$ cat src/common/uim_pkg.sv
`default_nettype none
package uim_pkg;
   // ****************************************************************
   // register offsets on the peripheral access path
   // ****************************************************************
   localparam logic [7:0] OFF_SOFT_RESET = 8'h00;
   localparam logic [7:0] OFF_MODE       = 8'h04;
   localparam logic [7:0] OFF_DEV_ADDR   = 8'h08;
   localparam logic [7:0] OFF_FUNC       = 8'h0c;
   localparam logic [7:0] OFF_OTG_CTL    = 8'h10;
   localparam logic [7:0] OFF_OTG_STS    = 8'h14;
   localparam logic [7:0] OFF_SERIAL     = 8'h18;
   localparam logic [7:0] OFF_FLAGS      = 8'h1c;
   localparam logic [7:0] OFF_STICKY     = 8'h20;
   localparam logic [7:0] PERIPH_NUM     = 8'h01;
   // ****************************************************************
   // field layouts and values after reset
   // ****************************************************************
   localparam logic [7:0] MODE_MASK      = 8'hf7;
   localparam logic [7:0] OTG_MASK       = 8'hdf;
   localparam logic [7:0] MODE_RESET     = 8'h00;
   localparam logic [6:0] ADDR_RESET     = 7'h00;
   localparam logic [4:0] FUNC_RESET     = 5'h07;
   localparam logic [7:0] OTG_RESET      = 8'h00;
   localparam logic [3:0] SERIAL_RESET   = 4'h2;
   localparam logic [6:0] STICKY_RESET   = 7'h00;
   localparam int         NUM_FLAGS      = 7;
   localparam logic [6:0] FLAG_FOLLOWS   = 7'h3b;
   // ****************************************************************
   // line states, packet identifiers and check residues
   // ****************************************************************
   localparam logic [1:0]  LS_SE0      = 2'h0;
   localparam logic [1:0]  LS_J        = 2'h1;
   localparam logic [1:0]  LS_K        = 2'h2;
   localparam logic [1:0]  PID_TOKEN   = 2'h1;
   localparam logic [1:0]  PID_DATA    = 2'h3;
   localparam logic [3:0]  PID_SOF     = 4'h5;
   localparam logic [4:0]  CRC5_INIT   = 5'h1f;
   localparam logic [4:0]  CRC5_POLY   = 5'h05;
   localparam logic [4:0]  CRC5_RESID  = 5'h0c;
   localparam logic [15:0] CRC16_INIT  = 16'hffff;
   localparam logic [15:0] CRC16_POLY  = 16'h8005;
   localparam logic [15:0] CRC16_RESID = 16'h800d;
   typedef enum logic [1:0] {
      TK_IDLE = 2'h0,
      TK_PID  = 2'h1,
      TK_B1   = 2'h3,
      TK_B2   = 2'h2
   } uim_tok_state_t;
endpackage
`default_nettype wire

$ cat src/logic/uim_flag_bit.sv
`timescale 1ns/10ps
`default_nettype none
module uim_flag_bit (
   input  wire logic clock,
   input  wire logic resetn,
   input  wire logic swReset,
   input  wire logic follows,
   input  wire logic sticky,
   input  wire logic event_in,
   input  wire logic pktStart,
   input  wire logic clrWr,
   output logic      value
);
   typedef struct packed {logic v;} uim_flag_t;
   uim_flag_t st_r;
   uim_flag_t st_nxt;

   // set beats a clear write or packet start arriving in the same cycle; only soft reset beats set
   always_comb begin
      st_nxt = st_r;
      if (sticky) begin
         if (clrWr) st_nxt.v = 1'b0;
      end else if (follows) begin
         st_nxt.v = 1'b0;
      end else if (pktStart || clrWr) begin
         st_nxt.v = 1'b0;
      end
      if (event_in) st_nxt.v = 1'b1;
      if (swReset) st_nxt.v = 1'b0;
   end

   always_ff @(posedge clock or negedge resetn) begin
      if (!resetn) st_r <= '0;
      else st_r <= st_nxt;
   end

   assign value = st_r.v;
endmodule
`default_nettype wire

$ cat src/logic/uim_regs.sv
// Operation
// - any write to offset 0x00 returns all manager state but activePrev to reset values; activePrev copies rxActive
// - seven-bit device address; only packets for that address are passed on
// - mode word enables token, check, linestate, timing, power, sof, ack modes
// - functional word drives opmode, termselect, xcvrselect; all reset to one
// - on-the-go word drives pull, vbus charge and external vbus outputs
// - on-the-go status word reads live transceiver session and id inputs
// - serial word drives serial mode, tx data, tx se0, active-low tx enable
// - serial word reads back receive dp, dm and differential receiver
// - flag six set on token passing address match, and crc5 and pid check when check mode is on
// - flags three, four, five show linestate j, k and se0
// - flag two set when a data packet fails its crc16 check
// - flag one follows rx active, flag zero follows rx error
// - non-sticky flags two and six clear on next packet; sticky ones wait for software
// - bank is peripheral one, reached by 32-bit reads and writes only
// - sticky flag holds until software writes one to its position
`timescale 1ns/10ps
`default_nettype none
module uim_regs (
   input  wire logic        clock,
   input  wire logic        resetn,
   // peripheral access path
   input  wire logic [7:0]  perNum,
   input  wire logic        perWrite,
   input  wire logic        perRead,
   input  wire logic [7:0]  perAddr,
   input  wire logic [31:0] perWdata,
   output logic [31:0]      perRdata,
   output logic             perRdValid,
   // transceiver receive side
   input  wire logic [7:0]  rxData,
   input  wire logic        rxValid,
   input  wire logic        rxActive,
   input  wire logic        rxError,
   input  wire logic [1:0]  lineState,
   input  wire logic        sessEnd,
   input  wire logic        sessVld,
   input  wire logic        vbusValid,
   input  wire logic        hostDisconnect,
   input  wire logic        idGnd,
   input  wire logic        bValid,
   input  wire logic        rxDp,
   input  wire logic        rxDm,
   input  wire logic        rxRcv,
   // transceiver control side
   output logic [2:0]       opMode,
   output logic             termSelect,
   output logic             xcvrSelect,
   output logic             idPullup,
   output logic             dpPulldown,
   output logic             dmPulldown,
   output logic             dischrgVbus,
   output logic             chrgVbus,
   output logic             externalVbusDrive,
   output logic             externalVbusIndicator,
   output logic             fsLsSerialMode,
   output logic             txDat,
   output logic             txSe0,
   output logic             txEnable_n,
   // mode enables handed to the interface state machine
   output logic             ifTimingMode,
   output logic             powerSignalMode,
   output logic             eventAckMode,
   // forwarded receive data and flags
   output logic [7:0]       fwdData,
   output logic             fwdValid,
   output logic [6:0]       flags
);
   // ****************************************************************
   // state
   // ****************************************************************
   typedef struct packed {
      logic [7:0]  mode;
      logic [6:0]  devAddr;
      logic [4:0]  func;
      logic [7:0]  otg;
      logic [3:0]  serial;
      logic [6:0]  sticky;
      logic [31:0] rdata;
      logic        rdValid;
      logic        activePrev;
      logic        pidTaken;
      logic [7:0]  dataPid;
      logic [15:0] crc16;
      logic        crcFail;
      logic [7:0]  fwdData;
      logic        fwdValid;
   } uim_regs_t;
   uim_regs_t st_r;
   uim_regs_t st_nxt;

   logic       sel;
   logic       wrHit;
   logic       rdHit;
   logic       swReset;
   logic       pktStart;
   logic       tokenOk;
   logic       tokenMatch;
   logic [6:0] flagVal;
   logic [6:0] flagEv;
   logic [6:0] flagClr;
   logic       lsDec;

   // ****************************************************************
   // access decode
   // ****************************************************************
   // other peripheral numbers share the path and must be left alone
   assign sel = (perNum == uim_pkg::PERIPH_NUM);
   assign wrHit = sel && perWrite;
   assign rdHit = sel && perRead;
   // data value is ignored: the address alone triggers the soft reset
   assign swReset = wrHit && (perAddr == uim_pkg::OFF_SOFT_RESET);
   assign pktStart = rxActive && !st_r.activePrev;
   assign lsDec = st_r.mode[2];

   // ****************************************************************
   // serial crc16 over the data payload, least significant bit first
   // ****************************************************************
   function automatic logic [15:0] crc16Byte(input logic [15:0] c, input logic [7:0] d);
      logic [15:0] r;
      r = c;
      for (int i = 0; i < 8; i++) begin
         r = {r[14:0], 1'b0} ^ ((r[15] ^ d[i]) ? uim_pkg::CRC16_POLY : 16'h0000);
      end
      return r;
   endfunction

   // ****************************************************************
   // token checker
   // ****************************************************************
   uim_token_check u_tok (
      .clock      (clock),
      .resetn     (resetn),
      .swReset    (swReset),
      .rxData     (rxData),
      .rxValid    (rxValid),
      .rxActive   (rxActive),
      .devAddr    (st_r.devAddr),
      .tokenProc  (st_r.mode[0]),
      .tokenCheck (st_r.mode[1]),
      .frame_start_as_token (st_r.mode[6]),
      .tokenOk    (tokenOk),
      .tokenMatch (tokenMatch)
   );

   // ****************************************************************
   // signal flags
   // ****************************************************************
   // linestate bits only react while the decoder is enabled
   always_comb begin
      flagEv = '0;
      flagEv[0] = rxError;
      flagEv[1] = rxActive;
      flagEv[2] = st_r.crcFail;
      flagEv[3] = lsDec && (lineState == uim_pkg::LS_J);
      flagEv[4] = lsDec && (lineState == uim_pkg::LS_K);
      flagEv[5] = lsDec && (lineState == uim_pkg::LS_SE0);
      flagEv[6] = tokenOk;
      flagClr = (wrHit && perAddr == uim_pkg::OFF_FLAGS) ? perWdata[6:0] : 7'h00;
   end

   // one cell per flag; the mix of level and event bits is fixed per position
   for (genvar g = 0; g < uim_pkg::NUM_FLAGS; g++) begin : g_flag
      uim_flag_bit u_flag (
         .clock    (clock),
         .resetn   (resetn),
         .swReset  (swReset),
         .follows  (uim_pkg::FLAG_FOLLOWS[g]),
         .sticky   (st_r.sticky[g]),
         .event_in (flagEv[g]),
         .pktStart (pktStart),
         .clrWr    (flagClr[g]),
         .value    (flagVal[g])
      );
   end

   // ****************************************************************
   // next state
   // ****************************************************************
   always_comb begin
      st_nxt = st_r;
      st_nxt.rdValid = 1'b0;
      st_nxt.crcFail = 1'b0;
      st_nxt.fwdValid = 1'b0;
      st_nxt.activePrev = rxActive;

      // register writes; reserved bits are masked off
      if (wrHit) begin
         case (perAddr)
            uim_pkg::OFF_MODE:     st_nxt.mode = perWdata[7:0] & uim_pkg::MODE_MASK;
            uim_pkg::OFF_DEV_ADDR: st_nxt.devAddr = perWdata[6:0];
            uim_pkg::OFF_FUNC:     st_nxt.func = perWdata[4:0];
            uim_pkg::OFF_OTG_CTL:  st_nxt.otg = perWdata[7:0] & uim_pkg::OTG_MASK;
            uim_pkg::OFF_SERIAL:   st_nxt.serial = perWdata[3:0];
            uim_pkg::OFF_STICKY:   st_nxt.sticky = perWdata[6:0];
            default:               st_nxt.mode = st_r.mode;
         endcase
      end

      // reads answer one cycle later; unmapped and write-only read zero
      if (rdHit) begin
         st_nxt.rdValid = 1'b1;
         st_nxt.rdata = 32'h0000_0000;
         case (perAddr)
            uim_pkg::OFF_MODE:     st_nxt.rdata[7:0] = st_r.mode;
            uim_pkg::OFF_DEV_ADDR: st_nxt.rdata[6:0] = st_r.devAddr;
            uim_pkg::OFF_FUNC:     st_nxt.rdata[4:0] = st_r.func;
            uim_pkg::OFF_OTG_CTL:  st_nxt.rdata[7:0] = st_r.otg;
            uim_pkg::OFF_OTG_STS:  st_nxt.rdata[5:0] =
               {bValid, idGnd, hostDisconnect, vbusValid, sessVld, sessEnd};
            uim_pkg::OFF_SERIAL:   st_nxt.rdata[6:0] =
               {rxRcv, rxDm, rxDp, st_r.serial};
            uim_pkg::OFF_FLAGS:    st_nxt.rdata[6:0] = flagVal;
            uim_pkg::OFF_STICKY:   st_nxt.rdata[6:0] = st_r.sticky;
            default:               st_nxt.rdata = 32'h0000_0000;
         endcase
      end

      // receive path: first byte is the identifier, the rest feed crc16
      if (rxActive && rxValid) begin
         if (!st_r.pidTaken) begin
            st_nxt.pidTaken = 1'b1;
            st_nxt.dataPid = rxData;
            st_nxt.crc16 = uim_pkg::CRC16_INIT;
         end else begin
            st_nxt.crc16 = crc16Byte(st_r.crc16, rxData);
            // payload reaches the core only after a token for our address
            if (st_r.dataPid[1:0] == uim_pkg::PID_DATA && tokenMatch) begin
               st_nxt.fwdValid = 1'b1;
               st_nxt.fwdData = rxData;
            end
         end
      end

      // verdict at packet end; crc trailer is forwarded with the payload
      if (!rxActive && st_r.pidTaken) begin
         st_nxt.pidTaken = 1'b0;
         st_nxt.crcFail = (st_r.dataPid[1:0] == uim_pkg::PID_DATA)
                          && (st_r.crc16 != uim_pkg::CRC16_RESID);
      end

      // soft reset returns the transceiver control words to reset values along with us
      if (swReset) begin
         st_nxt = '0;
         st_nxt.mode = uim_pkg::MODE_RESET;
         st_nxt.devAddr = uim_pkg::ADDR_RESET;
         st_nxt.func = uim_pkg::FUNC_RESET;
         st_nxt.otg = uim_pkg::OTG_RESET;
         st_nxt.serial = uim_pkg::SERIAL_RESET;
         st_nxt.sticky = uim_pkg::STICKY_RESET;
         st_nxt.activePrev = rxActive;
      end
   end

   // ****************************************************************
   // state register
   // ****************************************************************
   always_ff @(posedge clock or negedge resetn) begin
      if (!resetn) begin
         st_r <= '0;
         st_r.mode <= uim_pkg::MODE_RESET;
         st_r.devAddr <= uim_pkg::ADDR_RESET;
         st_r.func <= uim_pkg::FUNC_RESET;
         st_r.otg <= uim_pkg::OTG_RESET;
         st_r.serial <= uim_pkg::SERIAL_RESET;
         st_r.sticky <= uim_pkg::STICKY_RESET;
      end else begin
         st_r <= st_nxt;
      end
   end

   // ****************************************************************
   // outputs, all straight from flops
   // ****************************************************************
   // opmode stays three bits wide as stored; the phy uses what it needs
   assign opMode = st_r.func[4:2];
   assign termSelect = st_r.func[1];
   assign xcvrSelect = st_r.func[0];
   assign idPullup = st_r.otg[0];
   assign dpPulldown = st_r.otg[1];
   assign dmPulldown = st_r.otg[2];
   assign dischrgVbus = st_r.otg[3];
   assign chrgVbus = st_r.otg[4];
   assign externalVbusDrive = st_r.otg[6];
   assign externalVbusIndicator = st_r.otg[7];
   assign fsLsSerialMode = st_r.serial[0];
   assign txEnable_n = st_r.serial[1];
   assign txDat = st_r.serial[2];
   assign txSe0 = st_r.serial[3];
   assign ifTimingMode = st_r.mode[4];
   assign powerSignalMode = st_r.mode[5];
   assign eventAckMode = st_r.mode[7];
   assign perRdata = st_r.rdata;
   assign perRdValid = st_r.rdValid;
   assign fwdData = st_r.fwdData;
   assign fwdValid = st_r.fwdValid;
   assign flags = flagVal;
endmodule
`default_nettype wire

$ cat src/logic/uim_token_check.sv
`timescale 1ns/10ps
`default_nettype none
module uim_token_check (
   input  wire logic       clock,
   input  wire logic       resetn,
   input  wire logic       swReset,
   input  wire logic [7:0] rxData,
   input  wire logic       rxValid,
   input  wire logic       rxActive,
   input  wire logic [6:0] devAddr,
   input  wire logic       tokenProc,
   input  wire logic       tokenCheck,
   input  wire logic       frame_start_as_token,
   output logic            tokenOk,
   output logic            tokenMatch
);
   typedef struct packed {
      uim_pkg::uim_tok_state_t tk;
      logic [7:0]              pid;
      logic [7:0]              b1;
      logic [4:0]              crc;
      logic                    extra;
      logic                    ok;
      logic                    match;
   } uim_tok_t;
   uim_tok_t st_r;
   uim_tok_t st_nxt;

   // serial crc5, least significant bit first as on the wire
   function automatic logic [4:0] crc5Byte(input logic [4:0] c, input logic [7:0] d);
      logic [4:0] r;
      r = c;
      for (int i = 0; i < 8; i++) begin
         r = {r[3:0], 1'b0} ^ ((r[4] ^ d[i]) ? uim_pkg::CRC5_POLY : 5'h00);
      end
      return r;
   endfunction

   logic isSof;
   logic good;
   // a token is good only with exactly two bytes after its identifier
   always_comb begin
      isSof = (st_r.pid[3:0] == uim_pkg::PID_SOF);
      good = (st_r.pid[1:0] == uim_pkg::PID_TOKEN) && (st_r.tk == uim_pkg::TK_B2)
             && !st_r.extra
             && (!tokenCheck || ((st_r.pid[3:0] == ~st_r.pid[7:4])
                 && (st_r.crc == uim_pkg::CRC5_RESID)))
             && (isSof ? frame_start_as_token : (st_r.b1[6:0] == devAddr));
   end

   // walk identifier and two token bytes, judge at end of packet
   always_comb begin
      st_nxt = st_r;
      st_nxt.ok = 1'b0;
      if (rxActive && rxValid) begin
         case (st_r.tk)
            uim_pkg::TK_IDLE: begin
               st_nxt.tk = uim_pkg::TK_PID;
               st_nxt.pid = rxData;
               st_nxt.crc = uim_pkg::CRC5_INIT;
               st_nxt.extra = 1'b0;
            end
            uim_pkg::TK_PID: begin
               st_nxt.tk = uim_pkg::TK_B1;
               st_nxt.b1 = rxData;
               st_nxt.crc = crc5Byte(st_r.crc, rxData);
            end
            uim_pkg::TK_B1: begin
               st_nxt.tk = uim_pkg::TK_B2;
               st_nxt.crc = crc5Byte(st_r.crc, rxData);
            end
            default: st_nxt.extra = 1'b1;
         endcase
      end else if (!rxActive && st_r.tk != uim_pkg::TK_IDLE) begin
         st_nxt.tk = uim_pkg::TK_IDLE;
         st_nxt.ok = tokenProc && good;
         if (st_r.pid[1:0] == uim_pkg::PID_TOKEN && !isSof) st_nxt.match = good;
      end
      if (swReset) st_nxt = '0;
   end

   always_ff @(posedge clock or negedge resetn) begin
      if (!resetn) st_r <= '0;
      else st_r <= st_nxt;
   end

   assign tokenOk = st_r.ok;
   assign tokenMatch = st_r.match;
endmodule
`default_nettype wire

$ cat config.mk
export PLATFORM = sky130hd
export DESIGN_NAME = uim_regs
export DESIGN_NICKNAME = d
export VERILOG_FILES = /design/src/common/uim_pkg.sv /design/src/logic/uim_flag_bit.sv /design/src/logic/uim_regs.sv /design/src/logic/uim_token_check.sv
export SDC_FILE = /design/constraint.sdc
export NUM_CORES = 1
export LEC_CHECK = 0
export BUFFER_PORTS_ARGS = -buffer_cell sky130_fd_sc_hd__buf_2
export CORE_ASPECT_RATIO = 0.8
export CORE_MARGIN = 3
export CORE_UTILIZATION = 40
export DETAILED_ROUTE_END_ITERATION = 10
export PLACE_DENSITY = 0.65
export SLEW_MARGIN = 10
export SYNTH_ARGS = -nofsm -noshare
export SYNTH_HDL_FRONTEND = slang
export SYNTH_SLANG_ARGS = --single-unit
$ cat constraint.sdc
create_clock -name clock -period 3.15 [get_ports clock]
set_input_delay 0.315 -clock clock [delete_from_list [all_inputs] [get_ports clock]]
set_output_delay 0.315 -clock clock [all_outputs]
set_load 0.01 [all_outputs]
==> results.py <==
metrics = {
    "detailed_routing": {
        "top_layer_used": "met4",
        "initialDrtViolationCount": 356,
        "m1WireLength_um": 7660,
        "wl_met2_um": 7400,
        "wl_met3_um": 1260,
        "ant_nets": 0,
        "vias": 4727,
        "viasPerCell": 5.54,
        "routed_wirelength_um": 16500,
        "drc": 0,
        "wl_per_cell_um": 19.3,
        "dr.pass1.iters": 4,
    },
    "timing": {
        "finalCritPeriodShare_pct": 61.2,
        "rsz0062_at_grt": "no",
        "setup_viol": 0,
        "finClkSkew_ns": 0.00654,
        "relSlewSlack_pct": 39.9,
        "holdWs_ns": -0.0235,
        "setup_tns_ns": 0,
        "min_period_ns": 1.93,
        "hold_violations": 9,
        "drv_slew": 0,
        "worst_pin_slew_ns": 0.894,
        "fmax_ghz": 0.519,
    },
    "placed_design": {
        "place_inst": 838,
        "gp_congestion": 0.935,
        "io_buffer_count": 93,
        "hpwlAfterDp_um": 11900,
    },
    "setup_path": {
        "arrival_ns": 2.18,
        "regToRegEndpoint": "st_r[25]$_DFFE_PN0P_",
        "ff2ff_path_depth": 5,
        "path_max_fanout": 3,
        "r2r_slack_ns": 1.22,
        "cp.required_ns": 3.40,
        "cp-end-kind": "flop",
        "cp-start-kind": "flop",
        "r2r-start": "st_r[20]$_DFFE_PN0P_",
        "critPathKind": "reg2reg",
    },
    "cells_and_area": {
        "final_cells": 854,
        "diodes": 0,
        "area_delta_synth_final_pct": 10.9,
        "layout_common_cells": "dfrtp_1, buf_2, nor2_1",
        "nets": 739,
        "drive_gt1_share_pct": 22.7,
        "final_common_cell": "dfrtp_1",
    },
    "die": {
        "start_util_pct": 41.8,
        "die_h_um": 117,
        "die_w_um": 144,
        "io_pins": 142,
        "num_rows": 39,
        "placeableCoreArea_sq_um": 14600,
        "dieArea_sq_um": 16800,
    },
    "logic_synthesis": {
        "ys.flop_type": "dfrtp_1",
        "async_reset_ff_share_pct": 100,
        "synth_enable_flop_cells": 0,
        "syn_area_sq_um": 6120,
        "syn_avg_cell_area_sq_um": 9.94,
        "synth_cell_types": 68,
        "ys_seq_area_share_pct": 44.2,
        "yosysWarnings": 0,
        "syn_inst": 616,
        "ys_ff_latch": 108,
    },
    "global_routing": {
        "grt_max_degree": 68,
        "grtUsageTotal_pct": 19.8,
        "antenna_found_initial": 0,
        "grt_overflow": 0,
        "grt_pass1_vias": 4552,
        "grt_pass1_wl_um": 25700,
    },
    "clocking": {
        "cts_max_path_buffers": 2,
        "cts_root_buffer": "clkbuf_16",
        "htreeDepth": 3,
        "worstSkewPairLatency_ns": 0.35,
        "hold_buffers": 0,
        "cts_tree": "done",
        "cts_setup_buffers": 0,
        "cts.sinks": 108,
        "numCtsBuffers": 9,
        "cts_resized": 0,
        "clk_pin_slew_worst_paths_ns": 0.07,
    },
    "status": {
        "failed_checks": "negative hold slack",
        "outcome": "finished, violations left",
    },
    "power_and_ir_drop": {
        "power.density_nw_per_um2": 564,
        "ir_drop_mv": 0.256,
        "p_leak_nw": 3.19,
    },
    "run": {
        "max-cap-violations": 0,
    },
    "worst_hold_path": {
        "hp-class": "in2async",
    },
}
area by class of cell:
type                            instances  area (sq um)
Clock inverter                          4          97.6
Timing Repair Buffer                  102           561
Multi-Input combinational cell        432          2900
Clock buffer                           12           246
Fill cell                            1380          7850
Tap cell                              184           230
Inverter                               12          45.0
Sequential cell                       108          2710
synthesized netlist by cell type, types with 4 or more instances:
| cell | number | area share [%] |
|---|---|---|
| dfstp_2 | 4 | 1.7 |
| nand3_1 | 19 | 1.6 |
| or3_1 | 4 | 0.41 |
| mux2i_1 | 47 | 7.7 |
| clkbuf_1 | 16 | 0.98 |
| a21oi_1 | 18 | 1.5 |
| o221a_2 | 4 | 0.74 |
| nand4_1 | 5 | 0.51 |
| buf_2 | 11 | 0.90 |
| dfrtp_1 | 104 | 43 |
| nor2_2 | 7 | 0.72 |
| o21a_1 | 4 | 0.49 |
| o22ai_1 | 7 | 0.72 |
| xnor2_1 | 35 | 5.0 |
| nand3b_1 | 9 | 1.1 |
| nor3_1 | 9 | 0.74 |
| nand2_1 | 55 | 3.4 |
| a22o_1 | 10 | 1.4 |
| inv_1 | 12 | 0.74 |
| xor2_1 | 9 | 1.3 |
| buf_4 | 54 | 6.6 |
| o21ai_0 | 29 | 2.4 |
| nor2_1 | 60 | 3.7 |
| nor2b_1 | 4 | 0.41 |
| and3_1 | 4 | 0.41 |
| nor4_1 | 4 | 0.41 |
metrics by stage:
stage                     power (mW)  hold WS [ns]  cell area (sq um)  util, %  setup WS (ns)
after CTS                       3.86        0.0131               6790     46.4           1.22
after global routing            4.02        0.0296               6790     46.4           1.10
after detailed placement        2.54         0.390               6450     44.0          0.887
final                           3.83       -0.0235               6790     46.4           1.22
after global placement          2.50         0.381               6450     44.0          0.926
after floorplan                 2.35        0.0194               6210        -           1.37
worst max-delay path: stages, from the launching register on:
cell,delay [ns]
dfrtp_1,0.46
xnor2_4,0.16
xnor2_1,0.24
xnor3_2,0.52
xnor3_1,0.20
a311oi_1,0.25
how the worst max path moves through the flow:
stage                               startpoint                   end  slack [ns]  cells after the start
after floorplan                     perAddr[2]  chrgVbus$_DFFE_PN0P_        1.37                      5
final                     st_r[20]$_DFFE_PN0P_  st_r[25]$_DFFE_PN0P_        1.22                      5
after CTS                 st_r[20]$_DFFE_PN0P_  st_r[25]$_DFFE_PN0P_        1.22                      5
after global placement              perAddr[5]     txSe0$_DFFE_PN0P_        0.93                      6
after global routing      st_r[20]$_DFFE_PN0P_  st_r[25]$_DFFE_PN0P_        1.10                      5
after detailed placement            perAddr[5]     txSe0$_DFFE_PN0P_        0.89                      6
sequential cells by signal, indices dropped and copies added (netlist names), 3 cells and up:
signal               count
opMode                   3
st_r                    37
perRdata                 8
g_flag.u_flag.value      7
fwdData                  8
u_tok.st_r              23
power by group:
group | switching, mW | internal (mW)
Clock | 0.508 | 0.800
Combinational | 0.421 | 0.440
Sequential | 0.136 | 1.52
metal layers:
layer,global-route usage [%],vias to the layer above
met3,6.26,12
met5,0,-
li1,-,2167
met4,3.85,0
met2,28.8,170
met1,29.2,2378
kinds of logic after synthesis:
| kind of cell | synth area share (%) |
|---|---|
| AOI/OAI and AO/OA | 10.7 |
| DFF | 44.2 |
| muxes | 8.97 |
| other | 0.0612 |
| and+or+nand+nor | 18.1 |
| xor gates and xnor gates | 8.03 |
| buffers and inverters | 9.89 |
Note: power is estimated with default switching activity, not from simulation.
